**config.mk**
```make
export PLATFORM = sky130hd
export DESIGN_NAME = apss_top
export DESIGN_NICKNAME = d
export VERILOG_FILES = /design/src/apss_pkg.sv /design/src/apss_restore.sv /design/src/apss_set_store.sv /design/src/apss_top.sv
export VERILOG_INCLUDE_DIRS = /design/src /design/src/src
export SDC_FILE = /design/constraint.sdc
export NUM_CORES = 2
export LEC_CHECK = 0
export BUFFER_PORTS_ARGS = -buffer_cell sky130_fd_sc_hd__clkbuf_2
export CORE_MARGIN = 1
export CORE_UTILIZATION = 40
export DETAILED_ROUTE_END_ITERATION = 6
export PLACE_DENSITY = 0.58
export SLEW_MARGIN = 30
export SYNTH_ARGS = -nofsm -noshare
export SYNTH_HDL_FRONTEND = slang
export SYNTH_SLANG_ARGS = --single-unit
```
**constraint.sdc**
```tcl
create_clock -name clk_i -period 6 [get_ports clk_i]
set_input_delay 0.6 -clock clk_i [delete_from_list [all_inputs] [get_ports clk_i]]
set_output_delay 0.6 -clock clk_i [all_outputs]
set_load 0.03 [all_outputs]
```
**src/apss_map.svh**
```systemverilog
`ifndef APSS_MAP_SVH
`define APSS_MAP_SVH

// ----------------------------------------------------------------
// Register offsets (byte addresses, one word each)
// ----------------------------------------------------------------
`define APSS_OFF_CTRL     8'h00
`define APSS_OFF_PICK     8'h04
`define APSS_OFF_INCL     8'h08
`define APSS_OFF_EDIT_IDX 8'h0C
`define APSS_OFF_LIVE_IDX 8'h10
`define APSS_OFF_LEN      8'h14
`define APSS_OFF_RESTART  8'h18
`define APSS_OFF_SHADE    8'h1C
`define APSS_OFF_GAIN     8'h20
`define APSS_OFF_EXP      8'h24
`define APSS_OFF_PROFILE  8'h28

// ----------------------------------------------------------------
// Field positions and values
// ----------------------------------------------------------------
`define APSS_CTRL_CYC_BIT  0
`define APSS_CTRL_EDIT_BIT 1
`define APSS_RESTART_BIT   0
`define APSS_INCL_BIT      0
`define APSS_DEF_SHADE     32'h0000_0000
`define APSS_DEF_GAIN      32'h0000_0001
`define APSS_DEF_EXP       32'h0000_2710
`define APSS_LEN_MIN       32'h0000_0001
`define APSS_LEN_RST       32'h0000_0020
`define APSS_INCL_ALL      3'h7
`endif

```
**src/apss_pkg.sv**
```systemverilog
package apss_pkg;

    // Kind codes double as bit positions of the include and write masks.
    typedef enum logic [1:0] {
        APSS_KIND_SHADE = 2'h0,
        APSS_KIND_GAIN  = 2'h1,
        APSS_KIND_EXP   = 2'h2
    } apss_kind_t;

    typedef enum logic [2:0] {
        APSS_LD_START = 3'b001,
        APSS_LD_REQ   = 3'b010,
        APSS_LD_DONE  = 3'b100
    } apss_ld_state_t;

endpackage

```
**src/apss_restore.sv**
```systemverilog
module apss_restore #(
    parameter int SETS  = 32,
    parameter int IDX_W = 5
) (
    input  wire logic             clk_i,
    input  wire logic             rst_i,
    input  wire logic [1:0]       boot_profile_i,
    input  wire logic             nv_valid_i,
    output logic                  nv_req_o,
    output logic      [1:0]       nv_profile_o,
    output logic      [IDX_W-1:0] nv_index_o,
    output logic                  wr_en_o,
    output logic                  busy_o
);

    apss_pkg::apss_ld_state_t state_q;
    logic                     last_w;

    assign last_w  = nv_index_o == IDX_W'(SETS - 1);
    assign wr_en_o = (state_q == apss_pkg::APSS_LD_REQ) && nv_valid_i;
    assign busy_o  = state_q != apss_pkg::APSS_LD_DONE;

    // The profile is caught one edge after reset release, never under reset.
    always_ff @(posedge clk_i) begin
        if (rst_i) begin
            state_q <= apss_pkg::APSS_LD_START;
        end else begin
            unique case (state_q)
                apss_pkg::APSS_LD_START: state_q <= apss_pkg::APSS_LD_REQ;
                apss_pkg::APSS_LD_REQ: if (wr_en_o && last_w) state_q <= apss_pkg::APSS_LD_DONE;
                apss_pkg::APSS_LD_DONE: state_q <= apss_pkg::APSS_LD_DONE;
                default: state_q <= apss_pkg::APSS_LD_START;
            endcase
        end
    end

    always_ff @(posedge clk_i) begin
        if (rst_i) begin
            nv_req_o     <= 1'b0;
            nv_index_o   <= '0;
            nv_profile_o <= 2'h0;
        end else if (state_q == apss_pkg::APSS_LD_START) begin
            nv_req_o     <= 1'b1;
            nv_profile_o <= boot_profile_i;
        end else if (wr_en_o) begin
            nv_req_o   <= !last_w;
            nv_index_o <= nv_index_o + IDX_W'(1);
        end
    end
endmodule

```
**src/apss_set_store.sv**
```systemverilog
`include "apss_map.svh"

module apss_set_store #(
    parameter int SETS    = 32,
    parameter int IDX_W   = 5,
    parameter int SHADE_W = 4,
    parameter int GAIN_W  = 8,
    parameter int EXP_W   = 24
) (
    input  wire logic               clk_i,
    input  wire logic               rst_i,
    input  wire logic               wr_en_i,
    input  wire logic [IDX_W-1:0]   wr_idx_i,
    input  wire logic [2:0]         wr_mask_i,
    input  wire logic [SHADE_W-1:0] wr_shade_i,
    input  wire logic [GAIN_W-1:0]  wr_gain_i,
    input  wire logic [EXP_W-1:0]   wr_exp_i,
    input  wire logic [IDX_W-1:0]   rd_a_idx_i,
    input  wire logic [IDX_W-1:0]   rd_b_idx_i,
    output logic      [SHADE_W-1:0] rd_a_shade_o,
    output logic      [GAIN_W-1:0]  rd_a_gain_o,
    output logic      [EXP_W-1:0]   rd_a_exp_o,
    output logic      [SHADE_W-1:0] rd_b_shade_o,
    output logic      [GAIN_W-1:0]  rd_b_gain_o,
    output logic      [EXP_W-1:0]   rd_b_exp_o
);

    logic [SHADE_W-1:0] shade_q [SETS];
    logic [GAIN_W-1:0]  gain_q  [SETS];
    logic [EXP_W-1:0]   exp_q   [SETS];

    always_ff @(posedge clk_i) begin
        for (int i = 0; i < SETS; i++) begin
            if (rst_i) begin
                shade_q[i] <= SHADE_W'(`APSS_DEF_SHADE);
                gain_q[i]  <= GAIN_W'(`APSS_DEF_GAIN);
                exp_q[i]   <= EXP_W'(`APSS_DEF_EXP);
            end else if (wr_en_i && wr_idx_i == IDX_W'(i)) begin
                if (wr_mask_i[apss_pkg::APSS_KIND_SHADE]) shade_q[i] <= wr_shade_i;
                if (wr_mask_i[apss_pkg::APSS_KIND_GAIN]) gain_q[i] <= wr_gain_i;
                if (wr_mask_i[apss_pkg::APSS_KIND_EXP]) exp_q[i] <= wr_exp_i;
            end
        end
    end

    assign rd_a_shade_o = shade_q[rd_a_idx_i];
    assign rd_a_gain_o  = gain_q[rd_a_idx_i];
    assign rd_a_exp_o   = exp_q[rd_a_idx_i];
    assign rd_b_shade_o = shade_q[rd_b_idx_i];
    assign rd_b_gain_o  = gain_q[rd_b_idx_i];
    assign rd_b_exp_o   = exp_q[rd_b_idx_i];

endmodule

```
**src/apss_top.sv**
```systemverilog
// The implementer's own choices: the register addresses and the Wishbone interface to the registers.
`include "apss_map.svh"

module apss_top #(
    parameter int SETS    = 32,
    parameter int IDX_W   = 5,
    parameter int LEN_W   = 6,
    parameter int SHADE_W = 4,
    parameter int GAIN_W  = 8,
    parameter int EXP_W   = 24
) (
    input  wire logic               clk_i,
    input  wire logic               rst_i,
    input  wire logic               wb_cyc_i,
    input  wire logic               wb_stb_i,
    input  wire logic               wb_we_i,
    input  wire logic [7:0]         wb_adr_i,
    input  wire logic [3:0]         wb_sel_i,
    input  wire logic [31:0]        wb_dat_i,
    output logic      [31:0]        wb_dat_o,
    output logic                    wb_ack_o,
    input  wire logic               exposure_start_i,
    input  wire logic               frame_req_i,
    input  wire logic [1:0]         boot_profile_i,
    input  wire logic               nv_valid_i,
    input  wire logic [SHADE_W-1:0] nv_shade_i,
    input  wire logic [GAIN_W-1:0]  nv_gain_i,
    input  wire logic [EXP_W-1:0]   nv_exp_i,
    output logic                    nv_req_o,
    output logic      [1:0]         nv_profile_o,
    output logic      [IDX_W-1:0]   nv_index_o,
    output logic      [SHADE_W-1:0] shading_o,
    output logic      [GAIN_W-1:0]  gain_o,
    output logic      [EXP_W-1:0]   exposure_o,
    output logic      [IDX_W-1:0]   live_index_o
);

    // ----------------------------------------------------------------
    // Control state
    // ----------------------------------------------------------------
    logic                 cyc_en_q;
    logic                 edit_q;
    apss_pkg::apss_kind_t pick_q;
    logic [2:0]           incl_q;
    logic [IDX_W-1:0]     edit_idx_q;
    logic [LEN_W-1:0]     len_q;
    logic [SHADE_W-1:0]   live_shade_q;
    logic [GAIN_W-1:0]    live_gain_q;
    logic [EXP_W-1:0]     live_exp_q;
    logic [SHADE_W-1:0]   pend_shade_q;
    logic [GAIN_W-1:0]    pend_gain_q;

    logic [31:0]          rd_word;
    logic [31:0]          wval;
    logic                 wr_go;
    logic                 edit_enter;
    logic                 restart_go;
    logic                 ld_wr;
    logic                 ld_busy;
    logic                 st_en;
    logic [IDX_W-1:0]     st_idx;
    logic [2:0]           st_mask;
    logic [SHADE_W-1:0]   st_shade;
    logic [GAIN_W-1:0]    st_gain;
    logic [EXP_W-1:0]     st_exp;
    logic [SHADE_W-1:0]   a_shade;
    logic [GAIN_W-1:0]    a_gain;
    logic [EXP_W-1:0]     a_exp;
    logic [SHADE_W-1:0]   b_shade;
    logic [GAIN_W-1:0]    b_gain;
    logic [EXP_W-1:0]     b_exp;
    logic [SHADE_W-1:0]   eff_shade;
    logic [GAIN_W-1:0]    eff_gain;
    logic [EXP_W-1:0]     eff_exp;
    logic [LEN_W-1:0]     len_new;

    // ----------------------------------------------------------------
    // Bus decode helpers
    // ----------------------------------------------------------------
    function automatic logic wr_at(input logic [7:0] off);
        return wr_go && wb_adr_i == off;
    endfunction

    function automatic logic [31:0] merge(input logic [31:0] old, input logic [31:0] nw, input logic [3:0] sel);
        logic [31:0] r;
        r = old;
        for (int b = 0; b < 4; b++) begin
            if (sel[b]) r[b*8 +: 8] = nw[b*8 +: 8];
        end
        return r;
    endfunction

    // A write lands at the edge where the master samples ack high.
    assign wr_go      = wb_cyc_i && wb_stb_i && wb_we_i && wb_ack_o;
    assign wval       = merge(rd_word, wb_dat_i, wb_sel_i);
    assign edit_enter = wr_at(`APSS_OFF_CTRL) && wval[`APSS_CTRL_EDIT_BIT] && !edit_q;
    assign restart_go = wr_at(`APSS_OFF_RESTART) && wval[`APSS_RESTART_BIT];
    assign len_new    = wval[LEN_W-1:0];

    // ----------------------------------------------------------------
    // Read-back
    // ----------------------------------------------------------------
    always_comb begin
        rd_word = 32'h0000_0000;
        case (wb_adr_i)
            `APSS_OFF_CTRL: begin
                rd_word[`APSS_CTRL_CYC_BIT]  = cyc_en_q;
                rd_word[`APSS_CTRL_EDIT_BIT] = edit_q;
            end
            `APSS_OFF_PICK:     rd_word[1:0] = pick_q;
            `APSS_OFF_INCL:     rd_word[`APSS_INCL_BIT] = incl_q[pick_q];
            `APSS_OFF_EDIT_IDX: rd_word[IDX_W-1:0] = edit_idx_q;
            `APSS_OFF_LIVE_IDX: rd_word[IDX_W-1:0] = live_index_o;
            `APSS_OFF_LEN:      rd_word[LEN_W-1:0] = len_q;
            `APSS_OFF_SHADE:    rd_word[SHADE_W-1:0] = edit_q ? b_shade : live_shade_q;
            `APSS_OFF_GAIN:     rd_word[GAIN_W-1:0] = edit_q ? b_gain : live_gain_q;
            `APSS_OFF_EXP:      rd_word[EXP_W-1:0] = edit_q ? b_exp : live_exp_q;
            `APSS_OFF_PROFILE:  rd_word[1:0] = nv_profile_o;
            default:            rd_word = 32'h0000_0000;
        endcase
    end

    always_ff @(posedge clk_i) begin
        if (rst_i) begin
            wb_ack_o <= 1'b0;
            wb_dat_o <= 32'h0000_0000;
        end else begin
            wb_ack_o <= wb_cyc_i && wb_stb_i && !wb_ack_o;
            wb_dat_o <= (wb_cyc_i && wb_stb_i && !wb_ack_o) ? rd_word : 32'h0000_0000;
        end
    end

    // ----------------------------------------------------------------
    // Software-written controls
    // ----------------------------------------------------------------
    always_ff @(posedge clk_i) begin
        if (rst_i) begin
            cyc_en_q <= 1'b0;
            edit_q   <= 1'b0;
        end else if (wr_at(`APSS_OFF_CTRL)) begin
            cyc_en_q <= wval[`APSS_CTRL_CYC_BIT];
            edit_q   <= wval[`APSS_CTRL_EDIT_BIT];
        end
    end

    // Code 3 names no kind, so such a pick is ignored.
    always_ff @(posedge clk_i) begin
        if (rst_i) begin
            pick_q <= apss_pkg::APSS_KIND_SHADE;
        end else if (wr_at(`APSS_OFF_PICK) && wval[1:0] <= apss_pkg::APSS_KIND_EXP) begin
            pick_q <= apss_pkg::apss_kind_t'(wval[1:0]);
        end
    end

    always_ff @(posedge clk_i) begin
        if (rst_i) begin
            incl_q <= `APSS_INCL_ALL;
        end else if (edit_enter) begin
            incl_q <= `APSS_INCL_ALL;
        end else if (wr_at(`APSS_OFF_INCL)) begin
            incl_q[pick_q] <= wval[`APSS_INCL_BIT];
        end
    end

    always_ff @(posedge clk_i) begin
        if (rst_i) begin
            edit_idx_q <= '0;
        end else if (wr_at(`APSS_OFF_EDIT_IDX)) begin
            edit_idx_q <= wval[IDX_W-1:0];
        end
    end

    // Out-of-range lengths are dropped so the cycle never runs empty.
    always_ff @(posedge clk_i) begin
        if (rst_i) begin
            len_q <= LEN_W'(`APSS_LEN_RST);
        end else if (wr_at(`APSS_OFF_LEN) && wval[31:LEN_W] == '0 && len_new >= LEN_W'(`APSS_LEN_MIN)
                     && len_new <= LEN_W'(SETS)) begin
            len_q <= len_new;
        end
    end

    // Live values take writes only for kinds not captured by the edit mode.
    always_ff @(posedge clk_i) begin
        if (rst_i) begin
            live_shade_q <= SHADE_W'(`APSS_DEF_SHADE);
            live_gain_q  <= GAIN_W'(`APSS_DEF_GAIN);
            live_exp_q   <= EXP_W'(`APSS_DEF_EXP);
        end else begin
            if (wr_at(`APSS_OFF_SHADE) && !(edit_q && incl_q[apss_pkg::APSS_KIND_SHADE]))
                live_shade_q <= wval[SHADE_W-1:0];
            if (wr_at(`APSS_OFF_GAIN) && !(edit_q && incl_q[apss_pkg::APSS_KIND_GAIN]))
                live_gain_q <= wval[GAIN_W-1:0];
            if (wr_at(`APSS_OFF_EXP) && !(edit_q && incl_q[apss_pkg::APSS_KIND_EXP]))
                live_exp_q <= wval[EXP_W-1:0];
        end
    end

    // ----------------------------------------------------------------
    // Set storage and restore after reset
    // ----------------------------------------------------------------
    always_comb begin
        st_en    = ld_wr;
        st_idx   = nv_index_o;
        st_mask  = `APSS_INCL_ALL;
        st_shade = nv_shade_i;
        st_gain  = nv_gain_i;
        st_exp   = nv_exp_i;
        if (!ld_busy) begin
            st_idx = edit_idx_q;
            if (edit_enter) begin
                st_en    = 1'b1;
                st_shade = SHADE_W'(`APSS_DEF_SHADE);
                st_gain  = GAIN_W'(`APSS_DEF_GAIN);
                st_exp   = EXP_W'(`APSS_DEF_EXP);
            end else begin
                st_mask[apss_pkg::APSS_KIND_SHADE] = wr_at(`APSS_OFF_SHADE) && incl_q[apss_pkg::APSS_KIND_SHADE];
                st_mask[apss_pkg::APSS_KIND_GAIN]  = wr_at(`APSS_OFF_GAIN) && incl_q[apss_pkg::APSS_KIND_GAIN];
                st_mask[apss_pkg::APSS_KIND_EXP]   = wr_at(`APSS_OFF_EXP) && incl_q[apss_pkg::APSS_KIND_EXP];
                st_en    = edit_q && |st_mask;
                st_shade = wval[SHADE_W-1:0];
                st_gain  = wval[GAIN_W-1:0];
                st_exp   = wval[EXP_W-1:0];
            end
        end
    end

    apss_set_store #(
        .SETS    (SETS),
        .IDX_W   (IDX_W),
        .SHADE_W (SHADE_W),
        .GAIN_W  (GAIN_W),
        .EXP_W   (EXP_W)
    ) u_store (
        .clk_i        (clk_i),
        .rst_i        (rst_i),
        .wr_en_i      (st_en),
        .wr_idx_i     (st_idx),
        .wr_mask_i    (st_mask),
        .wr_shade_i   (st_shade),
        .wr_gain_i    (st_gain),
        .wr_exp_i     (st_exp),
        .rd_a_idx_i   (live_index_o),
        .rd_b_idx_i   (edit_idx_q),
        .rd_a_shade_o (a_shade),
        .rd_a_gain_o  (a_gain),
        .rd_a_exp_o   (a_exp),
        .rd_b_shade_o (b_shade),
        .rd_b_gain_o  (b_gain),
        .rd_b_exp_o   (b_exp)
    );

    apss_restore #(
        .SETS  (SETS),
        .IDX_W (IDX_W)
    ) u_restore (
        .clk_i          (clk_i),
        .rst_i          (rst_i),
        .boot_profile_i (boot_profile_i),
        .nv_valid_i     (nv_valid_i),
        .nv_req_o       (nv_req_o),
        .nv_profile_o   (nv_profile_o),
        .nv_index_o     (nv_index_o),
        .wr_en_o        (ld_wr),
        .busy_o         (ld_busy)
    );

    // ----------------------------------------------------------------
    // Applying sets to acquisitions
    // ----------------------------------------------------------------
    assign eff_shade = (cyc_en_q && incl_q[apss_pkg::APSS_KIND_SHADE]) ? a_shade : live_shade_q;
    assign eff_gain  = (cyc_en_q && incl_q[apss_pkg::APSS_KIND_GAIN]) ? a_gain : live_gain_q;
    assign eff_exp   = (cyc_en_q && incl_q[apss_pkg::APSS_KIND_EXP]) ? a_exp : live_exp_q;

    // Shading and gain are staged at exposure start so that one acquisition
    // never mixes values from two different sets.
    always_ff @(posedge clk_i) begin
        if (rst_i) begin
            exposure_o   <= EXP_W'(`APSS_DEF_EXP);
            pend_shade_q <= SHADE_W'(`APSS_DEF_SHADE);
            pend_gain_q  <= GAIN_W'(`APSS_DEF_GAIN);
        end else if (exposure_start_i) begin
            exposure_o   <= eff_exp;
            pend_shade_q <= eff_shade;
            pend_gain_q  <= eff_gain;
        end
    end

    always_ff @(posedge clk_i) begin
        if (rst_i) begin
            shading_o <= SHADE_W'(`APSS_DEF_SHADE);
            gain_o    <= GAIN_W'(`APSS_DEF_GAIN);
        end else if (frame_req_i) begin
            shading_o <= pend_shade_q;
            gain_o    <= pend_gain_q;
        end
    end

    // Restart wins over an advance in the same cycle.
    always_ff @(posedge clk_i) begin
        if (rst_i) begin
            live_index_o <= '0;
        end else if (restart_go) begin
            live_index_o <= '0;
        end else if (frame_req_i && cyc_en_q) begin
            if (LEN_W'(live_index_o) + LEN_W'(`APSS_LEN_MIN) >= len_q) begin
                live_index_o <= '0;
            end else begin
                live_index_o <= live_index_o + IDX_W'(1);
            end
        end
    end
endmodule

```
# Word-level counts from Yosys, hierarchy flattened
# Memory sizes are Yosys's and may differ from the RTL's. A register that Yosys moved wholly into a read port is not among the register bits.
# Index checks and enable logic that the tools add are counted.
# Widths: inputs -> output; s select.
# word_totals
ff_bits,151
word_cells,702
memories,3
in_bits,90
latchBits,0
romBits,0
output_inout_bits,82
ram_bits,1152
# classes
order_cmp,6
n_reduce_logical,84
n_eq_ne,47
n_shift,0
add_sub_neg,3
multipliers,0
div,0
mux,439
bitwise_logic,98
# memory_table
memory,words,word_bits,rd,rd_ports_with_merged_regs,wr,line_no,source
u_store.exp_q,32,24,2,2,32,apss_set_store.sv:30,logic [EXP_W-1:0] exp_q [SETS];
u_store.gain_q,32,8,2,2,32,apss_set_store.sv:29,logic [GAIN_W-1:0] gain_q [SETS];
u_store.shade_q,32,4,2,2,32,apss_set_store.sv:28,logic [SHADE_W-1:0] shade_q [SETS];
# ops
cell,count
$mux 24,36
$mux 8,40
$mux 1,299
$mux 4,36
$or 1x1->1,96
$eq 5x5->1 const B,17
$mux 5,14
$logic_and 1x1->1,69
$eq 5x4->1 const B,8
$eq 8x5->1 const B,4
$logic_not 26->1,1
$eq 8x6->1 const B,3
$eq 5x3->1 const B,4
$eq 8x4->1 const B,2
$mux 16,1
$pmux 2 s6,1
$add 5x1->5 const B,2
$eq 5x2->1 const B,2
$pmux 1 s10,1
$mux 3,3
$pmux 1 s9,1
$pmux 3 s3,1
$eq 8x3->1 const B,1
$logic_not 8->1,1
26 further kinds,34

# Depth between registers and ports, before layout
# logic_depth
depth_word,14
ltp_mapped,17
ltp_nobuf,10

# By module
# Synthesis repeated with hierarchy kept, for this count alone.
# unflattened
hier_cells,6310
hier_area_um2,71332.2
# modules_own_cells
mod,cells_each,area_per_inst_um2,n_inst,seq_area_each_um2
apss_set_store,5381,63773.7,1,34593.2
apss_top,877,7054.3,1,2642.5
apss_restore,52,504.2,1,220.2

# Worst setup path after synthesis
# OpenSTA, ideal clock, no wires.
# synth_path
path_kind,input to register
from,in wb_adr_i[2]
to,"mem u_store.exp_q[2][0], enable pin"
setup_slack_ps,1095
required_ps,5562
arrival_time_ps,4467
cell_stages,11
path_buffers,4
setup_time_ps,438
cell_sequence,buf_2 -> nor4_1 -> clkbuf_1 -> and2_0 -> a222oi_1 -> nor4_1 -> a311o_1 -> buf_2 -> nand2_1 -> clkbuf_1 -> o21ai_0
# synth_lines
item,line_no,source
"start, declared",apss_top.sv:17,"input wire logic [7:0] wb_adr_i,"
"end, declared",apss_set_store.sv:30,

==> summary.md <==
| Metric | Value |
|---|---|
| Status | `finished, final reports clean` |
| Primary FF master, synth | `edfxtp_1` |
| Yosys cell types | `88` |
| WL/cell | `34.8 um` |
| GR Overflow Total | `0` |
| LEAKAGE | `23.5 nW` |
| EDFF count, synth | `1,152` |
| Core area | `168,000 sq um` |
| Clk buf depth | `3` |
| Syn Inst Count | `5,074` |
| Die span in y | `414 um` |
| First-pass GRT wire length | `360 mm` |
| Cts hold-fix bufs | `1` |
| XOR/XNOR share of the synthesized area | `less than 1%` |
| Die W | `between 400 and 500 um` |
| Critical Path Sink Type | `register` |
| Endpoint, Worst Hold | `u_restore.nv_profile_o[1]$_SDFFE_PP0N_` |
| GP Congestion | `0.981` |
| WL final | `260 mm` |
| Fmax | `180 MHz` |
| Worst setup margin | `0.449 ns` |
| Syn_area_per_cell | `13.4 sq um` |
| Cell taking the most area after synthesis | `edfxtp_1` |
| Share of cells above drive strength 1 | `25.4%` |
| Simple-gate share of the synthesized area | `11.4%` |
| Final hold vios | `0` |
| Clock buffer count from CTS | `137` |
| WS Path Type | `reg2reg` |
| RSZ-0062 raised after global routing | `false` |
| Synth top area share | `51.0%` |
| Pwr Density | `263 nW/um^2` |
| Final ANT Viol Nets | `0` |
| Global Route Usage Sum | `30.0%` |
| Seq/Total Area, Yosys | `55.5%` |
| Clock sink count | `1,305` |
| PortBufs | `163` |
| Most common cell in the netlist | `nor2_1` |
| IO Count | `roughly 170` |
| Hold crit path type | `in2reg` |
| Critical path fanouts, max | `36` |
| Yosys warning total | `0` |
| Nets | `5,269` |
| Setup bufs post-CTS | `0` |
| Worst Path Buf+Inv | `2` |
| Min-delay src | `boot_profile_i[1]` |
| Headroom to the max-slew limit | `approximately 24%` |
| Hold path depth | `3` |
| Drt pass-1 iters | `6` |
| Arrival time worst endpoint | `6.16 ns` |
| CTS H-tree depth | `4` |
| Vias in the first global route | `45.9k` |
| Synth async-reset ratio | `0%` |
| Yosys reg bits | `1,305` |
| Post-synthesis adder-cell area fraction | `less than 1%` |
| Site row count | `150` |
| DIE AREA | `171,000 sq um` |
| Largest net degree at the start of global routing | `80` |
| Initial Util | `40.4%` |
| Area contributors post-synth | `edfxtp_1, mux4_2, nor2_1` |
| Pre-CTS setup slack | `0.625 ns` |
| Final setup viols | `0` |
| Mux cell area share after synthesis | `23.9%` |
| Post-Syn Area | `67,800 sq um` |
| FF-to-FF path depth | `11` |
| Initial drt markers | `7,949` |
| DR DRC count | `0` |
| Fin crit share | `about 93%` |
| Maximum vdd ir drop | `0.000315 V` |
| Main combinational cell family by area after synthesis | `multiplexers` |
| Worst R2R Setup Slack | `0.45 ns` |
| Post-cts sizing count | `0` |
| Area Growth Syn to Fin | `13.1%` |
| Least-Margin Pin Slew | `1.10 ns` |
| Crit path max-delay family | `compound AO/OA/AOI/OAI gates` |
| Top cells by count, synth | `nor2_1, edfxtp_1, mux4_2` |
| Antenna violations before repair | `10` |
| MaxCap Viol Count | `0` |
| Setup TNS | `0 ns` |
| Clock root buffer | `clkbuf_16` |
| Clock insertion delay at the later pin of the skew report | `0.80 ns` |
| Crit path cell chain | `buf_4, or3b_2, nor2_1, a2111oi_0, a22oi_1, a2111oi_2, a21oi_1, a211oi_1, o211ai_2, buf_4, nor2_1` |
| Post-detail-place hpwl | `181 mm` |
| Drt via density | `6.59` |
| Critical path's largest stage delay | `around 1 ns` |
| Worst-path clk slew | `0.06 ns` |
| CP max stage cell | `a2111oi_0` |
| Clock Skew | `roughly 0.023 ns` |
| FF-to-FF End | `u_store.exp_q[1][7]$_SDFFCE_PN0P_` |
| Detailed-route via count | `49.3k` |
| Complex-gate fraction of the synthesized area | `5.38%` |
| TritonCTS clock tree | `built` |
| Crit path time final | `5.55 ns` |
| Slew Viols, Final | `0` |
| CP required | `6.61 ns` |
| Crit start category | `register` |
| Power Total | `0.0201 W` |
-- layer usage --
layer | share of wire, % | up-vias | GRT usage, %
li1 | - | 19500 | -
met1 | 37 | 25400 | 40.3
met2 | 44 | 3895 | 44.5
met3 | 14 | 533 | 9.64
met4 | 4.8 | 6 | 13.4
met5 | 0.016 | - | 0
-- cells in the final DEF, fill, tap and decap left out, types with 17 or more instances in the layout --
cell          n
nor2_1     1200
edfxtp_1   1152
mux4_2      604
nand2_1     422
mux2i_1     223
buf_4       201
clkbuf_2    162
clkbuf_16   147
dfxtp_1     142
a21oi_1      77
buf_12       64
nand3_1      63
a21o_1       58
o21ai_0      57
a22oi_1      47
o211ai_1     37
a211oi_1     37
clkinv_2     35
nor3_1       33
and2_1       31
clkinv_1     26
o22ai_1      26
nand2b_1     22
clkbuf_1     20
nor2b_1      19
a211o_1      19
a31oi_1      18
inv_1        17
-- how the worst max path moves through the flow --
stage / start / endpoint / slack [ns] / cells past startpoint
2_1_floorplan: wb_adr_i[2] / u_store.exp_q[2][0]$_SDFFCE_PN0P_ / 1.09 / 11
3_3_place_gp: wb_adr_i[4] / u_store.exp_q[2][7]$_SDFFCE_PN0P_ / 0.41 / 12
3_5_place_dp: wb_adr_i[4] / u_store.exp_q[1][7]$_SDFFCE_PN0P_ / 0.62 / 12
4_1_cts: register / u_store.exp_q[1][7]$_SDFFCE_PN0P_ / 0.58 / 11
5_1_grt: register / u_store.exp_q[1][16]$_SDFFCE_PN0P_ / 0.52 / 14
6_report: register / u_store.exp_q[1][7]$_SDFFCE_PN0P_ / 0.45 / 11
-- cell families after synthesis --
family | count (synthesis)
buffers and inverters | 500
xor gates and xnor gates | 6
other | 1
muxes | 850
DFF | 1305
and+or+nand+nor | 1894
adders and majority gates | 9
AOI/OAI and AO/OA | 509
-- per-stage QoR --
stage               utilization, %  instance area (sq um)  instances  hold WS (ns)
finish                        45.7                  76700       7489        0.0555
global route                  45.7                  76700       7487        0.0425
CTS                           45.7                  76700       7487        0.0126
detailed placement            43.1                  72200       7234         0.468
global placement              43.0                  72200       7233         0.462
floorplan                        -                  67800       5081         0.440
-- where the power goes --
part,total (W),switching [W],internal (W)
Clock,0.00862,0.00378,0.00484
Combinational,0.00113,0.000718,0.000413
Sequential,0.0104,0.000208,0.0102
-- cell type report --
class	instances	area [sq um]
tap	2204	2760
clock buffer	173	3840
clock inverter	79	596
sequential	1305	37700
timing repair buffer	430	3630
multi-input combinational	3276	28100
inverter	20	76.3
antenna	2	5.00
fill	14900	91100
-- flip-flops by register name, summed over array words and instances (netlist names), 6 cells and up, named ones only --
register and count:
len_q 6, u_store.exp_q 768, exposure_o 24, u_store.shade_q 128, live_gain_q 8, wb_dat_o 24, gain_o 8, live_exp_q 24
u_store.gain_q 256, pend_gain_q 8
-- tightest hold or removal path, cell delays in order --
cell	delay (ns)
clkbuf_2	0.08
nand2_1	0.05
a21oi_1	0.06
Power figures use the tool's default switching activity.
